[config.mk]
export PLATFORM = sky130hd
export DESIGN_NAME = gcs_top
export DESIGN_NICKNAME = d
export VERILOG_FILES = /design/src/rtl/gcs_input_guard.v /design/src/rtl/gcs_top.v
export VERILOG_INCLUDE_DIRS = /design/src /design/src/rtl
export SDC_FILE = /design/constraint.sdc
export NUM_CORES = 1
export LEC_CHECK = 0
export ABC_CLOCK_PERIOD_IN_PS = 2300
export BUFFER_PORTS_ARGS = -buffer_cell sky130_fd_sc_hd__clkbuf_2
export CAP_MARGIN = 20
export CORE_MARGIN = 1.5
export CORE_UTILIZATION = 59
export CTS_CLUSTER_DIAMETER = 50
export DETAILED_ROUTE_END_ITERATION = 12
export PLACE_DENSITY = 0.9
export SLEW_MARGIN = 20
export SYNTH_ARGS = -nofsm -noshare
export SYNTH_HDL_FRONTEND = slang
export SYNTH_SLANG_ARGS = --single-unit
export TNS_END_PERCENT = 5
[constraint.sdc]
create_clock -name I_CLK_SYS -period 2.3 [get_ports I_CLK_SYS]
set_input_delay 0.575 -clock I_CLK_SYS [delete_from_list [all_inputs] [get_ports I_CLK_SYS]]
set_output_delay 0.575 -clock I_CLK_SYS [all_outputs]
set_load 0.02 [all_outputs]
[src/rtl/gcs_defines.vh]
/*
 * Constants of the glitchless clock switch: stage lengths, stuck
 * detection window, state codes and fanout width.
 * Assumes inclusion by bare name from the design and bench files.
 */
`ifndef GCS_DEFINES_VH
`define GCS_DEFINES_VH

// Fanout copies of the switched clock
`define GCS_FANOUT 8

// Old-clock pulses still passed before the low stage
`define GCS_STAGE1_PULSES 3'h2
// New-clock pulses held high when leaving a stuck-high clock
`define GCS_HIGH_PULSES 3'h2
// New-clock falling edges held low before following the new clock
`define GCS_LOW_EDGES 3'h2

// System cycles without an edge before an input counts as stuck
`define GCS_STUCK_CYCLES 8'h40

// Sequencer state codes
`define GCS_ST_FOLLOW 2'h0
`define GCS_ST_DRAIN 2'h1
`define GCS_ST_HOLD_HI 2'h2
`define GCS_ST_LOW 2'h3

`endif

[src/rtl/gcs_input_guard.v]
/*
 * Fail-safe guard for one clock input: synchronises the oversampled
 * clock and its valid flag, keeps the last valid level, flags edges
 * and a stuck input.
 * Assumes the clock input is sampled well above its own rate.
 */
`timescale 1ns/1ns
`default_nettype none
`include "gcs_defines.vh"

module gcs_input_guard (
    // System
    input wire i_clk,
    input wire i_rst,
    // Raw input side
    input wire i_clk_in,
    input wire i_valid,
    // Guarded view
    output reg o_level,
    output reg o_rise,
    output reg o_fall,
    output reg o_stuck
);

    ////////////////////////////////////////////////////////////////////
    reg meta_clk_ff;
    reg sync_clk_ff;
    reg meta_val_ff;
    reg sync_val_ff;
    reg [7:0] idle_cnt_ff;
    reg [7:0] nxt_idle_cnt;
    reg nxt_level;

    // Two-flop synchronisers; first stage read only by second
    always @(posedge i_clk or posedge i_rst) begin
        if (i_rst) begin
            meta_clk_ff <= 1'b0;
            sync_clk_ff <= 1'b0;
            meta_val_ff <= 1'b0;
            sync_val_ff <= 1'b0;
        end else begin
            meta_clk_ff <= i_clk_in;
            sync_clk_ff <= meta_clk_ff;
            meta_val_ff <= i_valid;
            sync_val_ff <= meta_val_ff;
        end
    end

    ////////////////////////////////////////////////////////////////////
    // Level only moves while the input is judged valid
    always @* begin
        nxt_level = sync_val_ff ? sync_clk_ff : o_level;
        nxt_idle_cnt = idle_cnt_ff;
        if (nxt_level != o_level) begin
            nxt_idle_cnt = 8'h00;
        end else if (idle_cnt_ff != `GCS_STUCK_CYCLES) begin
            nxt_idle_cnt = idle_cnt_ff + 8'h01;
        end
    end

    // Degrading but toggling input passes edges through unfiltered
    always @(posedge i_clk or posedge i_rst) begin
        if (i_rst) begin
            o_level <= 1'b0;
            o_rise <= 1'b0;
            o_fall <= 1'b0;
            o_stuck <= 1'b1;
            idle_cnt_ff <= `GCS_STUCK_CYCLES;
        end else begin
            o_level <= nxt_level;
            o_rise <= nxt_level & ~o_level;
            o_fall <= ~nxt_level & o_level;
            idle_cnt_ff <= nxt_idle_cnt;
            o_stuck <= ~sync_val_ff | (nxt_idle_cnt == `GCS_STUCK_CYCLES);
        end
    end

endmodule // gcs_input_guard

`default_nettype wire

[src/rtl/gcs_top.v]
/*
 * Glitchless two-input clock switch with fanout copies. Both clock
 * inputs are oversampled by the system clock; the switched clock is a
 * registered level driven to all copies.
 * Assumes clock inputs well below half the system rate, an external
 * loss-of-amplitude detector per input, and a power-on reset on I_SYS_RST.
 */
// Functional notes
// - Both inputs use identical guard and sequencing; either may be primary.
// - Bypass input makes a plain mux that switches at once.
// - Invalid selected input holds output at last valid level.
// - Running clocks: follow old briefly, low for new pulses, then follow new.
// - Old stuck high: high for new pulses, low for new falls, then new.
// - Extended cycle during stuck-high switch keeps both phases over half period.
// - Old stuck low: low for new falling edges, then follow new.
// - Dead old clock uses stuck sequence chosen by last valid level.
// - Floating or static selected input gives a stable output level.
// - Guard does not filter runts of a still toggling input.
// - Select is synchronised before use; stage lengths may vary.
// - New clock appears within 17 input cycles of a select change.
// - Power-on reset puts sequencing in a known state.
`timescale 1ns/1ns
`default_nettype none
`include "gcs_defines.vh"

module gcs_top (
    // System
    input wire I_CLK_SYS,
    input wire I_SYS_RST,
    // Clock sources and their valid flags
    input wire I_CLOCK_INPUT_A,
    input wire I_CLOCK_INPUT_B,
    input wire I_VALID_A,
    input wire I_VALID_B,
    // Control
    input wire I_SELECT,
    input wire I_BYPASS,
    // Outputs
    output wire [`GCS_FANOUT-1:0] O_CLK_OUT,
    output wire O_ACTIVE_SEL,
    output wire O_SWITCHING
);

    ////////////////////////////////////////////////////////////////////
    wire [1:0] raw_clk;
    wire [1:0] raw_valid;
    wire [1:0] lvl;
    wire [1:0] rise;
    wire [1:0] fall;
    wire [1:0] stuck;

    assign raw_clk = {I_CLOCK_INPUT_B, I_CLOCK_INPUT_A};
    assign raw_valid = {I_VALID_B, I_VALID_A};

    genvar g;
    generate
        for (g = 0; g < 2; g = g + 1) begin : g_guard
            gcs_input_guard u_guard (
                .i_clk(I_CLK_SYS),
                .i_rst(I_SYS_RST),
                .i_clk_in(raw_clk[g]),
                .i_valid(raw_valid[g]),
                .o_level(lvl[g]),
                .o_rise(rise[g]),
                .o_fall(fall[g]),
                .o_stuck(stuck[g])
            );
        end
    endgenerate

    ////////////////////////////////////////////////////////////////////
    // Select and bypass are pins: two flops before use
    reg sel_meta_ff;
    reg sel_sync_ff;
    reg byp_meta_ff;
    reg byp_sync_ff;

    always @(posedge I_CLK_SYS or posedge I_SYS_RST) begin
        if (I_SYS_RST) begin
            sel_meta_ff <= 1'b0;
            sel_sync_ff <= 1'b0;
            byp_meta_ff <= 1'b0;
            byp_sync_ff <= 1'b0;
        end else begin
            sel_meta_ff <= I_SELECT;
            sel_sync_ff <= sel_meta_ff;
            byp_meta_ff <= I_BYPASS;
            byp_sync_ff <= byp_meta_ff;
        end
    end

    ////////////////////////////////////////////////////////////////////
    reg [1:0] state_ff;
    reg [1:0] nxt_state;
    reg cur_ff;
    reg nxt_cur;
    reg tgt_ff;
    reg nxt_tgt;
    reg [2:0] cnt_ff;
    reg [2:0] nxt_cnt;
    reg out_ff;
    reg nxt_out;

    wire old_lvl;
    wire old_fall;
    wire old_stuck;
    wire new_rise;
    wire new_fall;

    assign old_lvl = lvl[cur_ff];
    assign old_fall = fall[cur_ff];
    assign old_stuck = stuck[cur_ff];
    assign new_rise = rise[tgt_ff];
    assign new_fall = fall[tgt_ff];

    // Stage counts are short so the full sequence fits 17 input cycles
    always @* begin
        nxt_state = state_ff;
        nxt_cur = cur_ff;
        nxt_tgt = tgt_ff;
        nxt_cnt = cnt_ff;
        nxt_out = out_ff;
        if (byp_sync_ff) begin
            // Plain mux: no staging at all
            nxt_state = `GCS_ST_FOLLOW;
            nxt_cur = sel_sync_ff;
            nxt_tgt = sel_sync_ff;
            nxt_cnt = 3'h0;
            nxt_out = lvl[sel_sync_ff];
        end else begin
            case (state_ff)
                `GCS_ST_FOLLOW: begin
                    nxt_out = old_lvl;
                    if (sel_sync_ff != cur_ff) begin
                        nxt_tgt = sel_sync_ff;
                        nxt_cnt = 3'h0;
                        if (!old_stuck) begin
                            nxt_state = `GCS_ST_DRAIN;
                        end else if (old_lvl) begin
                            nxt_state = `GCS_ST_HOLD_HI;
                            nxt_out = 1'b1;
                        end else begin
                            nxt_state = `GCS_ST_LOW;
                            nxt_out = 1'b0;
                        end
                    end
                end
                `GCS_ST_DRAIN: begin
                    nxt_out = old_lvl;
                    if (old_stuck) begin
                        // Old clock died mid-sequence
                        nxt_cnt = 3'h0;
                        nxt_state = old_lvl ? `GCS_ST_HOLD_HI : `GCS_ST_LOW;
                    end else if (old_fall) begin
                        if (cnt_ff == `GCS_STAGE1_PULSES - 3'h1) begin
                            nxt_cnt = 3'h0;
                            nxt_out = 1'b0;
                            nxt_state = `GCS_ST_LOW;
                        end else begin
                            nxt_cnt = cnt_ff + 3'h1;
                        end
                    end
                end
                `GCS_ST_HOLD_HI: begin
                    nxt_out = 1'b1;
                    if (new_rise && cnt_ff != `GCS_HIGH_PULSES) begin
                        nxt_cnt = cnt_ff + 3'h1;
                    end
                    // Drop only on a new falling edge: high phase over half period
                    if (new_fall && cnt_ff == `GCS_HIGH_PULSES) begin
                        nxt_cnt = 3'h0;
                        nxt_out = 1'b0;
                        nxt_state = `GCS_ST_LOW;
                    end
                end
                `GCS_ST_LOW: begin
                    nxt_out = 1'b0;
                    // At least one full new falling-edge interval low
                    if (new_fall) begin
                        if (cnt_ff == `GCS_LOW_EDGES - 3'h1) begin
                            nxt_cnt = 3'h0;
                            nxt_cur = tgt_ff;
                            nxt_state = `GCS_ST_FOLLOW;
                        end else begin
                            nxt_cnt = cnt_ff + 3'h1;
                        end
                    end
                end
                default: begin
                    nxt_state = `GCS_ST_FOLLOW;
                    nxt_cnt = 3'h0;
                    nxt_out = 1'b0;
                end
            endcase
        end
    end

    always @(posedge I_CLK_SYS or posedge I_SYS_RST) begin
        if (I_SYS_RST) begin
            state_ff <= `GCS_ST_FOLLOW;
            cur_ff <= 1'b0;
            tgt_ff <= 1'b0;
            cnt_ff <= 3'h0;
            out_ff <= 1'b0;
        end else begin
            state_ff <= nxt_state;
            cur_ff <= nxt_cur;
            tgt_ff <= nxt_tgt;
            cnt_ff <= nxt_cnt;
            out_ff <= nxt_out;
        end
    end

    ////////////////////////////////////////////////////////////////////
    // One flop feeds every copy, so copies never disagree
    assign O_CLK_OUT = {`GCS_FANOUT{out_ff}};
    assign O_ACTIVE_SEL = cur_ff;
    assign O_SWITCHING = (state_ff != `GCS_ST_FOLLOW);

endmodule // gcs_top

`default_nettype wire
==> flow_summary.rst, run 1 <==
.. list-table::
   :header-rows: 1

   * - Metric
     - Value
   * - Status
     - complete, no violations
   * - Critical Path Start Type
     - flip-flop
   * - Area leader, netlist
     - sky130_fd_sc_hd__dfrtp_1
   * - Largest net degree at the start of global routing
     - 45
   * - Global-route wire length before repair
     - 7024 um
   * - Largest stage delay, worst path
     - 0.42 ns
   * - Number of violations reported at the end of detailed-routing iteration 0
     - 101
   * - Portion of total power attributed to sequential cells
     - 0.474
   * - Most frequently used flop master after synthesis
     - sky130_fd_sc_hd__dfrtp_1
   * - Endpoints failing hold
     - 0
   * - Worst Max-Slew Pin Slew
     - 0.5147 ns
   * - Vias in the first global route
     - 1579
   * - Cell area after technology mapping
     - 0.002317 mm2
   * - Number of slew-limit violations in the final report
     - 0
   * - Maximum clock path buffer count
     - 2
   * - Full die area
     - 0.004313 mm2
   * - Post-cts hold buffer count
     - 0
   * - Number of sinks handled by clock tree synthesis
     - 44
   * - Cells along the critical path
     - inv_1 -> ha_1 -> inv_1 -> clkbuf_2
   * - Final setup slack of the worst path
     - 0.3537 ns
   * - CTS root buf
     - sky130_fd_sc_hd__clkbuf_8
   * - Worst hold path class
     - reg2reg
   * - Async set-reset flop share out of synthesis
     - 1.000
   * - Number of max-capacitance violations reported
     - 0
   * - Post-route antenna net violation count
     - 0
   * - Gate Count Post-Synth
     - 230
   * - Drt drc
     - 0
   * - Required @ worst endpoint
     - 1.73 ns
   * - Total leakage power
     - 1.126 nW
   * - Crit path arrival time
     - 1.37 ns
   * - Last weighted congestion value of the routability-driven placer
     - 0.8990
   * - Core footprint
     - 0.003716 mm2
   * - Max H-tree Level
     - 2
   * - Power spent charging and discharging nets
     - 740.5 uW
   * - Top cell by count, worst path
     - sky130_fd_sc_hd__inv_1
   * - Die extent in y
     - 65.67 um
   * - Number of diodes added for antenna fixing
     - 0
   * - Count of warnings emitted by yosys
     - 0
   * - Synthesized flop and latch total
     - 44
   * - Wirelength, routed
     - 3829 um
   * - Dpl hpwl
     - 2841 um
   * - Clock network fraction of design power
     - 0.210
   * - Post-route worst hold slack
     - 0.3495 ns
   * - Most used cells in the layout excluding fill and tap cells
     - sky130_fd_sc_hd__dfrtp_1, sky130_fd_sc_hd__nor2_1, sky130_fd_sc_hd__nand2_1
   * - Switching share of total power
     - 0.3578
   * - Relative slew margins
     - 0.6569
   * - Synthesized Nets
     - 253
   * - Overall Global Routing Usage
     - 0.2145
   * - Layout cells sized above 1
     - 0.1405
   * - Detailed-routing iteration count for the pre-antenna-repair pass
     - 4
   * - Fmax
     - 513.8 MHz
   * - I/O pin count
     - 18
   * - Share of the core filled with cells in the final layout
     - 0.6633
   * - CP Max Fanout
     - 5
   * - Vias after detailed routing
     - 1641
   * - Crit-path slowest cell
     - sky130_fd_sc_hd__dfrtp_1
   * - Number of nets in the layout
     - 265
   * - Skew final
     - 0.005909 ns
   * - Quantity of gates resized following cts
     - 0
   * - TritonCTS Buffers
     - 5
   * - Most frequent standard cell in the layout excluding fill and tap cells
     - sky130_fd_sc_hd__dfrtp_1
   * - CTS tree
     - yes
   * - Most area-consuming cells after synthesis
     - sky130_fd_sc_hd__dfrtp_1, sky130_fd_sc_hd__ha_1, sky130_fd_sc_hd__dfstp_2, sky130_fd_sc_hd__xnor2_1, sky130_fd_sc_hd__nor2_1
   * - Unrepaired setup endpoints after global routing
     - no
   * - Final routed wire length divided by cell count
     - 13.20 um
   * - Placement Rows
     - 22
   * - Crit. End Element
     - primary output
   * - DP Worst Slack
     - 0.4322 ns
   * - Internal Power
     - 1.329 mW
   * - Share of power burned in combinational logic
     - 0.317
   * - Post-synthesis average cell area
     - 10.07 um2
   * - Setup Total Neg Slack
     - 0 ns
   * - Post-CTS Repair Setup Buffers
     - 0
   * - Count of input and output buffers
     - 17
   * - Type of the setup path with the least slack
     - reg2out
   * - Portion of the clock cycle consumed by the worst path in the final layout
     - 0.8462
   * - Width of the die
     - 65.67 um
   * - Filler instances
     - 295
   * - Min Clock Period, post-route
     - 1.946 ns
   * - Number of setup violations in the final report
     - 0
   * - Post-synthesis sequential area ratio
     - 0.4773
   * - Pwr/cell area
     - 839.7 mW/mm2
   * - Count of different cell masters after synthesis
     - 42
   * - Register clock-pin slew on the reported worst setup and hold paths
     - 0.07 ns
   * - Antenna violations before repair
     - 0
   * - EDFF count, synth
     - 0
   * - Initial Util
     - 0.6236
   * - Clock latency of the later-clocked register in the worst-skew pair
     - 0.29 ns
   * - Area growth, synth to finish
     - 6.371%
   * - PnR Total Power
     - 2.070 mW
   * - Area share of the largest cell type after synthesis
     - 0.4320
   * - Peak VDD IR
     - 567.8 uV
   * - Total grt overflow
     - 0
   * - Vias/cell
     - 5.659
[flip-flops by register name (all words and copies together) (netlist names), 2 cells and up]
signal / count
g_guard.u_guard.idle_cnt_ff: 16
cnt_ff: 3
g_guard.u_guard.meta_clk_ff: 2
g_guard.u_guard.meta_val_ff: 2
g_guard.u_guard.o_fall: 2
g_guard.u_guard.o_level: 2
g_guard.u_guard.o_rise: 2
g_guard.u_guard.o_stuck: 2
g_guard.u_guard.sync_clk_ff: 2
g_guard.u_guard.sync_val_ff: 2
state_ff: 2
[area by class of cell]
cell class              instances  area, um2  area share
clock buffers                   6      72.57     0.02944
clock inverters                 1      5.005    0.002030
inverters                      17      63.81     0.02589
multi-input cells             156       1065      0.4320
flip-flops and latches         44       1106      0.4487
well taps                      48      60.06     0.02437
repair buffers                 18      92.59     0.03756
[cells in the mapped netlist, types with 2 or more instances]
| cell | count |
|---|---|
| sky130_fd_sc_hd__dfrtp_1 | 40 |
| sky130_fd_sc_hd__nor2_1 | 19 |
| sky130_fd_sc_hd__nand2_1 | 18 |
| sky130_fd_sc_hd__inv_1 | 17 |
| sky130_fd_sc_hd__ha_1 | 15 |
| sky130_fd_sc_hd__xnor2_1 | 11 |
| sky130_fd_sc_hd__a21oi_1 | 9 |
| sky130_fd_sc_hd__buf_4 | 9 |
| sky130_fd_sc_hd__nand3_1 | 9 |
| sky130_fd_sc_hd__and2_1 | 8 |
| sky130_fd_sc_hd__o21ai_0 | 8 |
| sky130_fd_sc_hd__nor3_1 | 6 |
| sky130_fd_sc_hd__mux2i_1 | 5 |
| sky130_fd_sc_hd__xor2_1 | 5 |
| sky130_fd_sc_hd__a31oi_1 | 4 |
| sky130_fd_sc_hd__clkbuf_1 | 4 |
| sky130_fd_sc_hd__dfstp_2 | 4 |
| sky130_fd_sc_hd__nand4_1 | 4 |
| sky130_fd_sc_hd__nor2b_1 | 4 |
| sky130_fd_sc_hd__nand2b_1 | 3 |
| sky130_fd_sc_hd__o31ai_1 | 3 |
| sky130_fd_sc_hd__a211oi_1 | 2 |
| sky130_fd_sc_hd__a31o_2 | 2 |
| sky130_fd_sc_hd__mux2_2 | 2 |
| sky130_fd_sc_hd__o21a_1 | 2 |
[worst paths after layout]
kind / start / end / slack (ns) / cells after the start
setup / recovery: state_ff[1]$_DFFE_PP0P_ / O_SWITCHING / 0.35 / 4
hold / removal: g_guard[0].u_guard.meta_val_ff$_DFF_PP0_ / g_guard[0].u_guard.sync_val_ff$_DFF_PP0_ / 0.35 / 0
setup reg to reg: tgt_ff$_DFFE_PP0P_ / cnt_ff[0]$_DFFE_PP0P_ / 0.41 / 5
hold reg to reg: g_guard[0].u_guard.meta_val_ff$_DFF_PP0_ / g_guard[0].u_guard.sync_val_ff$_DFF_PP0_ / 0.35 / 0
max in group asynchronous: I_SYS_RST / g_guard[1].u_guard.o_stuck$_DFF_PP1_ / 1.54 / 3
min in group asynchronous: I_SYS_RST / g_guard[1].u_guard.meta_clk_ff$_DFF_PP0_ / 0.38 / 3
[cell families (layout without fill, tap and decap cells)]
| logic type | after synthesis | count (layout) | share of synthesized area |
|---|---|---|---|
| and+or+nand+nor | 75 | 75 | 0.1560 |
| DFF | 44 | 44 | 0.4773 |
| AOI/OAI and AO/OA | 43 | 43 | 0.1307 |
| buffers and inverters | 30 | 42 | 0.06317 |
| xor gates and xnor gates | 16 | 16 | 0.06047 |
| adders and majority gates | 15 | 15 | 0.08099 |
| muxes | 7 | 7 | 0.03132 |
[through the flow]
stage	area, um2	std cells
global route	2465	290
global placement	2387	283
floorplan	2317	230
finish	2465	290
CTS	2465	290
detailed placement	2387	283
[power groups by stage]
| stage | logic (mW) | clock network [mW] | registers (mW) |
|---|---|---|---|
| 2_1_floorplan | 0.580 | 0 | 0.955 |
| 3_3_place_gp | 0.631 | 0 | 0.986 |
| 6_report | 0.655 | 0.434 | 0.981 |
| 5_1_grt | 0.737 | 0.485 | 1.00 |
| 4_1_cts | 0.653 | 0.448 | 0.979 |
| 3_5_place_dp | 0.650 | 0 | 0.993 |
[worst max-delay path, delay by kind of cell (launching register included)]
kind                       cells  cell delay (ns)
adders and majority gates      1             0.27
DFF                            1             0.42
buffers and inverters          3             0.40
[routing by layer]
metal	part of all wire	routed length, um	global-route usage
met2	0.49	1891	0.3258
met4	0.019	74	0.09635
met1	0.45	1712	0.2941
met3	0.039	151	0.04966
met5	0	0	0
Note: power is estimated with default switching activity, not from simulation.
==> run 2, diff against run 1 <==
--- a/config.mk
+++ b/config.mk
@@ -6,7 +6,7 @@
 export SDC_FILE = /design/constraint.sdc
 export NUM_CORES = 1
 export LEC_CHECK = 0
-export ABC_CLOCK_PERIOD_IN_PS = 2300
+export ABC_CLOCK_PERIOD_IN_PS = 1830
 export BUFFER_PORTS_ARGS = -buffer_cell sky130_fd_sc_hd__clkbuf_2
 export CAP_MARGIN = 20
 export CORE_MARGIN = 1.5
==> constraint.sdc (replaced) <==
create_clock -name I_CLK_SYS -period 1.83 [get_ports I_CLK_SYS]
set_input_delay 0.4575 -clock I_CLK_SYS [delete_from_list [all_inputs] [get_ports I_CLK_SYS]]
set_output_delay 0.4575 -clock I_CLK_SYS [all_outputs]
set_load 0.02 [all_outputs]
==> run 2 against run 1 <==
  * Routed wire length increased by 3.5%
  * Clock power increased by 25%
  * Combinational power increased by 49%
  * Sequential power increased by 24%
  * Flip-flop and latch count unchanged
  * Largest power group unchanged
==> flow_summary.rst, run 2 (synthesis results as in run 1) <==
.. list-table::
   :header-rows: 1

   * - Metric
     - Value
   * - Initial Util
     - 0.6236
   * - Vias in the first global route
     - 1571
   * - Wirelength, routed
     - 3962 um
   * - Most frequent standard cell in the layout excluding fill and tap cells
     - sky130_fd_sc_hd__dfrtp_1
   * - Max H-tree Level
     - 2
   * - Cells along the critical path
     - inv_1 -> ha_1 -> nand2b_1 -> o21ai_4 -> o2111ai_4 -> or4_1 -> a31oi_1
   * - Critical R2R Capture
     - state_ff[0]$_DFFE_PP0P_
   * - Type of the setup path with the least slack
     - reg2reg
   * - Dpl hpwl
     - 2882 um
   * - Number of diodes added for antenna fixing
     - 0
   * - Crit. End Element
     - flip-flop
   * - CP Max Fanout
     - 5
   * - Power spent charging and discharging nets
     - 965.1 uW
   * - Number of cells on the worst reg-to-reg path
     - 7
   * - Setup Total Neg Slack
     - 0 ns
   * - Pwr/cell area
     - 1058 mW/mm2
   * - Number of nets in the layout
     - 278
   * - Final routed wire length divided by cell count
     - 13.08 um
   * - Internal Power
     - 1.778 mW
   * - Clock latency of the later-clocked register in the worst-skew pair
     - 0.29 ns
   * - Largest net degree at the start of global routing
     - 45
   * - Relative slew margins
     - 0.6531
   * - I/O pin count
     - 18
   * - Status
     - complete, no violations
   * - CP startpoint
     - cnt_ff[0]$_DFFE_PP0P_
   * - Post-route antenna net violation count
     - 0
   * - Start of the worst register-to-register path
     - cnt_ff[0]$_DFFE_PP0P_
   * - Total leakage power
     - 1.194 nW
   * - Number of cells in the design after placement
     - 291
   * - Overall Global Routing Usage
     - 0.2035
   * - Most used cells in the layout excluding fill and tap cells
     - sky130_fd_sc_hd__dfrtp_1, sky130_fd_sc_hd__nor2_1, sky130_fd_sc_hd__nand2_1
   * - Endpoints failing hold
     - 0
   * - Final non-filler cell area
     - 0.002592 mm2
   * - Count of input and output buffers
     - 17
   * - Number of sinks handled by clock tree synthesis
     - 44
   * - Antenna violations before repair
     - 0
   * - Area growth, synth to finish
     - 11.88%
   * - Last weighted congestion value of the routability-driven placer
     - 0.8923
   * - Vias/cell
     - 5.512
   * - Crit path arrival time
     - 1.99 ns
   * - Reg2reg setup slack
     - 0.04 ns
   * - Fmax
     - 559.2 MHz
   * - Number of max-capacitance violations reported
     - 0
   * - CTS root buf
     - sky130_fd_sc_hd__clkbuf_8
   * - Maximum clock path buffer count
     - 2
   * - Post-Layout Cell Count
     - 303
   * - Register clock-pin slew on the reported worst setup and hold paths
     - 0.07 ns
   * - Min Clock Period, post-route
     - 1.788 ns
   * - Largest stage delay, worst path
     - 0.43 ns
   * - Critical Path Start Type
     - flip-flop
   * - Biggest registers after layout
     - g_guard.u_guard.idle_cnt_ff (16), cnt_ff (3)
   * - Detailed-routing iteration count for the pre-antenna-repair pass
     - 4
   * - Global-route wire length before repair
     - 6768 um
   * - Placement Rows
     - 22
   * - Drt drc
     - 0
   * - Die extent in y
     - 65.67 um
   * - Worst Max-Slew Pin Slew
     - 0.5203 ns
   * - Skew final
     - 0.006256 ns
   * - Full die area
     - 0.004313 mm2
   * - Dpl cell area
     - 0.002447 mm2
   * - Layout cells sized above 1
     - 0.1961
   * - Max FFs per register
     - 16
   * - Peak VDD IR
     - 743.2 uV
   * - Crit-path slowest cell
     - sky130_fd_sc_hd__dfrtp_1
   * - Total grt overflow
     - 0
   * - Unrepaired setup endpoints after global routing
     - yes
   * - Number of slew-limit violations in the final report
     - 0
   * - Number of setup violations in the final report
     - 0
   * - Core footprint
     - 0.003716 mm2
   * - Width of the die
     - 65.67 um
   * - Vias after detailed routing
     - 1670
   * - Portion of the clock cycle consumed by the worst path in the final layout
     - 0.9772
   * - CTS tree
     - yes
   * - Number of violations reported at the end of detailed-routing iteration 0
     - 90
   * - Clock network fraction of design power
     - 0.198
   * - Portion of total power attributed to sequential cells
     - 0.446
   * - Required @ worst endpoint
     - 2.04 ns
   * - Worst hold path class
     - in2async
   * - Share of power burned in combinational logic
     - 0.356
   * - Biggest register
     - g_guard.u_guard.idle_cnt_ff
   * - TritonCTS Buffers
     - 5
   * - Switching share of total power
     - 0.3518
run 2: cell count changes in the layout (fill, tap and decap cells not counted), sizes merged:
| cell | previous run | this run |
|---|---|---|
| buf | 1 | 14 |
run 2: layout make-up:
| class | count | area [um2] |
|---|---|---|
| Sequential cell | 44 | 1106 |
| Inverter | 17 | 63.81 |
| Tap cell | 48 | 60.06 |
| Clock inverter | 1 | 5.005 |
| Timing Repair Buffer | 31 | 190.2 |
| Fill cell | 283 | 1124 |
| Clock buffer | 6 | 72.57 |
| Multi-Input combinational cell | 156 | 1095 |
run 2: power by group through the flow:
stage	logic [mW]	registers, mW	clock network, mW
global placement	0.844	1.22	0
finish	0.978	1.22	0.543
floorplan	0.729	1.20	0
global route	1.09	1.24	0.605
detailed placement	0.881	1.24	0
CTS	0.889	1.22	0.568
run 2: metrics by stage:
stage	power (mW)	worst slack [ns]	utilization	hold slack [ns]
floorplan	1.929	0.09145	-	0.3312
global placement	2.069	0.09128	0.6586	0.3318
detailed placement	2.118	0.04277	0.6586	0.3347
CTS	2.676	0.02320	0.6801	0.2611
global route	2.940	-0.09070	0.6976	0.2506
finish	2.743	0.04166	0.6976	0.2666
run 2: critical path: cells and delay by family, from the launching register on:
kind / cells / cell delay [ns]
and+or+nand+nor: 2 / 0.51
adders and majority gates: 1 / 0.16
DFF: 1 / 0.43
AOI/OAI and AO/OA: 3 / 0.54
buffers and inverters: 1 / 0.07
run 2: worst max path at each step:
stage / end / slack [ns] / cells after the start
finish: state_ff[0]$_DFFE_PP0P_ / 0.04 / 7
detailed placement: state_ff[0]$_DFFE_PP0P_ / 0.04 / 7
floorplan: g_guard[0].u_guard.o_stuck$_DFF_PP1_ / 0.09 / 8
global route: state_ff[0]$_DFFE_PP0P_ / -0.09 / 6
CTS: state_ff[0]$_DFFE_PP0P_ / 0.02 / 7
global placement: cnt_ff[0]$_DFFE_PP0P_ / 0.09 / 5
run 2: what timing repair did:
item | in CTS | in global routing
buffers inserted | 0 | 5
endpoints found under the setup margin | 1 | 4
hold buffers | 0 | 0
pin swaps | 0 | 1
gates resized for setup | 1 | 4
run 2: layer usage:
layer	up-vias	global-route usage	wire length, um
met1	781	0.2651	1808
met4	0	0.04688	62
met2	51	0.3422	1909
li1	831	-	-
met3	7	0.05137	180
met5	-	0	0
==> run 3, diff against run 2 <==
--- a/config.mk
+++ b/config.mk
@@ -9,7 +9,7 @@
 export ABC_CLOCK_PERIOD_IN_PS = 1830
 export BUFFER_PORTS_ARGS = -buffer_cell sky130_fd_sc_hd__clkbuf_2
 export CAP_MARGIN = 20
-export CORE_MARGIN = 1.5
+export CORE_MARGIN = 4
 export CORE_UTILIZATION = 59
 export CTS_CLUSTER_DIAMETER = 50
 export DETAILED_ROUTE_END_ITERATION = 12
==> run 3 against run 2 <==
  * Global-route usage shrank 2.8 points
  * Setup slack gained 0.012 ns
  * Routed wire length grew 4.8%
  * Register-to-register slack is essentially flat
  * Sequential power is essentially flat
  * Total power grew 7.4%
  * Flip-flop and latch count is the same
  * Combinational power grew 4%
  * Clock power grew 31%
  * Highest routed layer unchanged
==> flow_summary.rst, run 3 (synthesis results as in run 1) <==
.. list-table::
   :header-rows: 1

   * - Metric
     - Value
   * - Width of the die
     - 70.67 um
   * - Vias in the first global route
     - 1544
   * - Core footprint
     - 0.003716 mm2
   * - Global-route wire length before repair
     - 6886 um
   * - Total grt overflow
     - 0
   * - Vias after detailed routing
     - 1699
   * - TritonCTS Buffers
     - 5
   * - Number of sinks handled by clock tree synthesis
     - 44
   * - Peak VDD IR
     - 902.5 uV
   * - PnR Total Power
     - 2.947 mW
   * - Detailed-routing iteration count for the pre-antenna-repair pass
     - 4
   * - Register clock-pin slew on the reported worst setup and hold paths
     - 0.08 ns
   * - Pwr/cell area
     - 1108 mW/mm2
   * - Crit. End Element
     - flip-flop
   * - Drt drc
     - 0
   * - Biggest registers after layout
     - g_guard.u_guard.idle_cnt_ff (16), cnt_ff (3)
   * - Last weighted congestion value of the routability-driven placer
     - 0.9379
   * - Number of diodes added for antenna fixing
     - 0
   * - Number of max-capacitance violations reported
     - 0
   * - Dpl hpwl
     - 3013 um
   * - Skew final
     - 0.005756 ns
   * - Final setup slack of the worst path
     - 0.05329 ns
   * - Filler instances
     - 270
   * - Relative slew margins
     - 0.6503
   * - CP Max Fanout
     - 4
   * - Setup Total Neg Slack
     - 0 ns
   * - CTS tree
     - yes
   * - Most frequent standard cell in the layout excluding fill and tap cells
     - sky130_fd_sc_hd__dfrtp_1
   * - Most used cells in the layout excluding fill and tap cells
     - sky130_fd_sc_hd__dfrtp_1, sky130_fd_sc_hd__nor2_1, sky130_fd_sc_hd__clkbuf_2, sky130_fd_sc_hd__buf_4, sky130_fd_sc_hd__nand2_1
   * - Portion of the clock cycle consumed by the worst path in the final layout
     - 0.9709
   * - Final routed wire length divided by cell count
     - 13.52 um
   * - Critical Path Start Type
     - flip-flop
   * - Wirelength, routed
     - 4151 um
   * - Type of the setup path with the least slack
     - reg2reg
   * - Vias/cell
     - 5.534
   * - Placement Rows
     - 22
   * - Total leakage power
     - 1.221 nW
   * - CTS root buf
     - sky130_fd_sc_hd__clkbuf_8
   * - Maximum clock path buffer count
     - 2
   * - Antenna violations before repair
     - 0
   * - Area growth, synth to finish
     - 14.74%
   * - Count of input and output buffers
     - 17
   * - Largest net degree at the start of global routing
     - 45
   * - Unrepaired setup endpoints after global routing
     - yes
   * - Worst hold path class
     - in2async
   * - I/O pin count
     - 18
   * - DP Worst Slack
     - 0.03899 ns
   * - Clock latency of the later-clocked register in the worst-skew pair
     - 0.29 ns
   * - Post-route antenna net violation count
     - 0
   * - Number of setup violations in the final report
     - 0
   * - Number of violations reported at the end of detailed-routing iteration 0
     - 76
   * - Worst Max-Slew Pin Slew
     - 0.5245 ns
   * - Initial Util
     - 0.6236
   * - Full die area
     - 0.004994 mm2
   * - Min Clock Period, post-route
     - 1.777 ns
   * - Die extent in y
     - 70.67 um
   * - Number of nets in the layout
     - 281
   * - Layout cells sized above 1
     - 0.2278
   * - Required @ worst endpoint
     - 2.01 ns
   * - Status
     - complete, no violations
   * - Max H-tree Level
     - 2
   * - Overall Global Routing Usage
     - 0.1754
   * - Crit path arrival time
     - 1.95 ns
   * - Share of the core filled with cells in the final layout
     - 0.7155
   * - Max FFs per register
     - 16
   * - Fmax
     - 562.8 MHz
   * - Number of slew-limit violations in the final report
     - 0
   * - Biggest register
     - g_guard.u_guard.idle_cnt_ff
   * - Endpoints failing hold
     - 0
## run 3: cell types whose count changed in the layout (fill, tap and decap cells not counted), sizes merged
cell	previous run	this run
bufinv	0	1
buf	14	17
## run 3: timing repair
item                                    CTS  global route
endpoints found under the setup margin    1             6
setup buffers                             2             5
hold buffers                              0             0
resized for setup                         0            11
pin swaps                                 0             1
## run 3: metrics by stage
step           cell area, um2  cells  hold WS, ns
2_1_floorplan            2317    230       0.3312
3_3_place_gp             2455    292       0.3321
3_5_place_dp             2455    292       0.3434
4_1_cts                  2577    302       0.2574
5_1_grt                  2659    307       0.2531
6_report                 2659    307       0.2590
## run 3: power by group
group | internal (mW) | switching, mW | total, mW | leakage, nW
clock | 0.405 | 0.309 | 0.714 | 0.0552
sequential | 1.08 | 0.137 | 1.22 | 0.553
combinational | 0.453 | 0.564 | 1.02 | 0.613
## run 3: cell type report
type | instances | area (um2) | area share
timing repair buffer | 34 | 212.7 | 0.08000
inverter | 17 | 63.81 | 0.02400
sequential | 44 | 1106 | 0.4160
clock buffer | 6 | 72.57 | 0.02729
tap | 48 | 60.06 | 0.02259
multi-input combinational | 156 | 1109 | 0.4169
clock inverter | 2 | 35.03 | 0.01318
## run 3: per-layer routing
metal | share of wire | routed length, um | global-route usage
met5 | 0 | 0 | 0
met4 | 0.031 | 127 | 0.1002
met3 | 0.042 | 176 | 0.02699
met2 | 0.48 | 2001 | 0.2786
met1 | 0.44 | 1846 | 0.2293
## run 3: final timing paths
path / from / endpoint / slack [ns] / depth (start not counted)
worst max-delay path: cnt_ff[0]$_DFFE_PP0P_ / cnt_ff[0]$_DFFE_PP0P_ / 0.05 / 7
worst min-delay path: I_SYS_RST / g_guard[1].u_guard.sync_clk_ff$_DFF_PP0_ / 0.26 / 3
worst max register to register: cnt_ff[0]$_DFFE_PP0P_ / cnt_ff[0]$_DFFE_PP0P_ / 0.05 / 7
worst min register to register: byp_meta_ff$_DFF_PP0_ / byp_sync_ff$_DFF_PP0_ / 0.36 / 0
max in group asynchronous: I_SYS_RST / g_guard[1].u_guard.o_stuck$_DFF_PP1_ / 1.20 / 3
min in group I_CLK_SYS: I_SELECT / sel_meta_ff$_DFF_PP0_ / 0.27 / 1
## run 3: worst max-delay path, stage by stage (launching register included)
cell and delay, ns:
sky130_fd_sc_hd__dfrtp_1 0.39, sky130_fd_sc_hd__inv_1 0.06, sky130_fd_sc_hd__ha_1 0.22, sky130_fd_sc_hd__nand2b_1 0.13
sky130_fd_sc_hd__o21ai_4 0.08, sky130_fd_sc_hd__o2111ai_1 0.24, sky130_fd_sc_hd__and2_1 0.21, sky130_fd_sc_hd__mux2_2 0.34
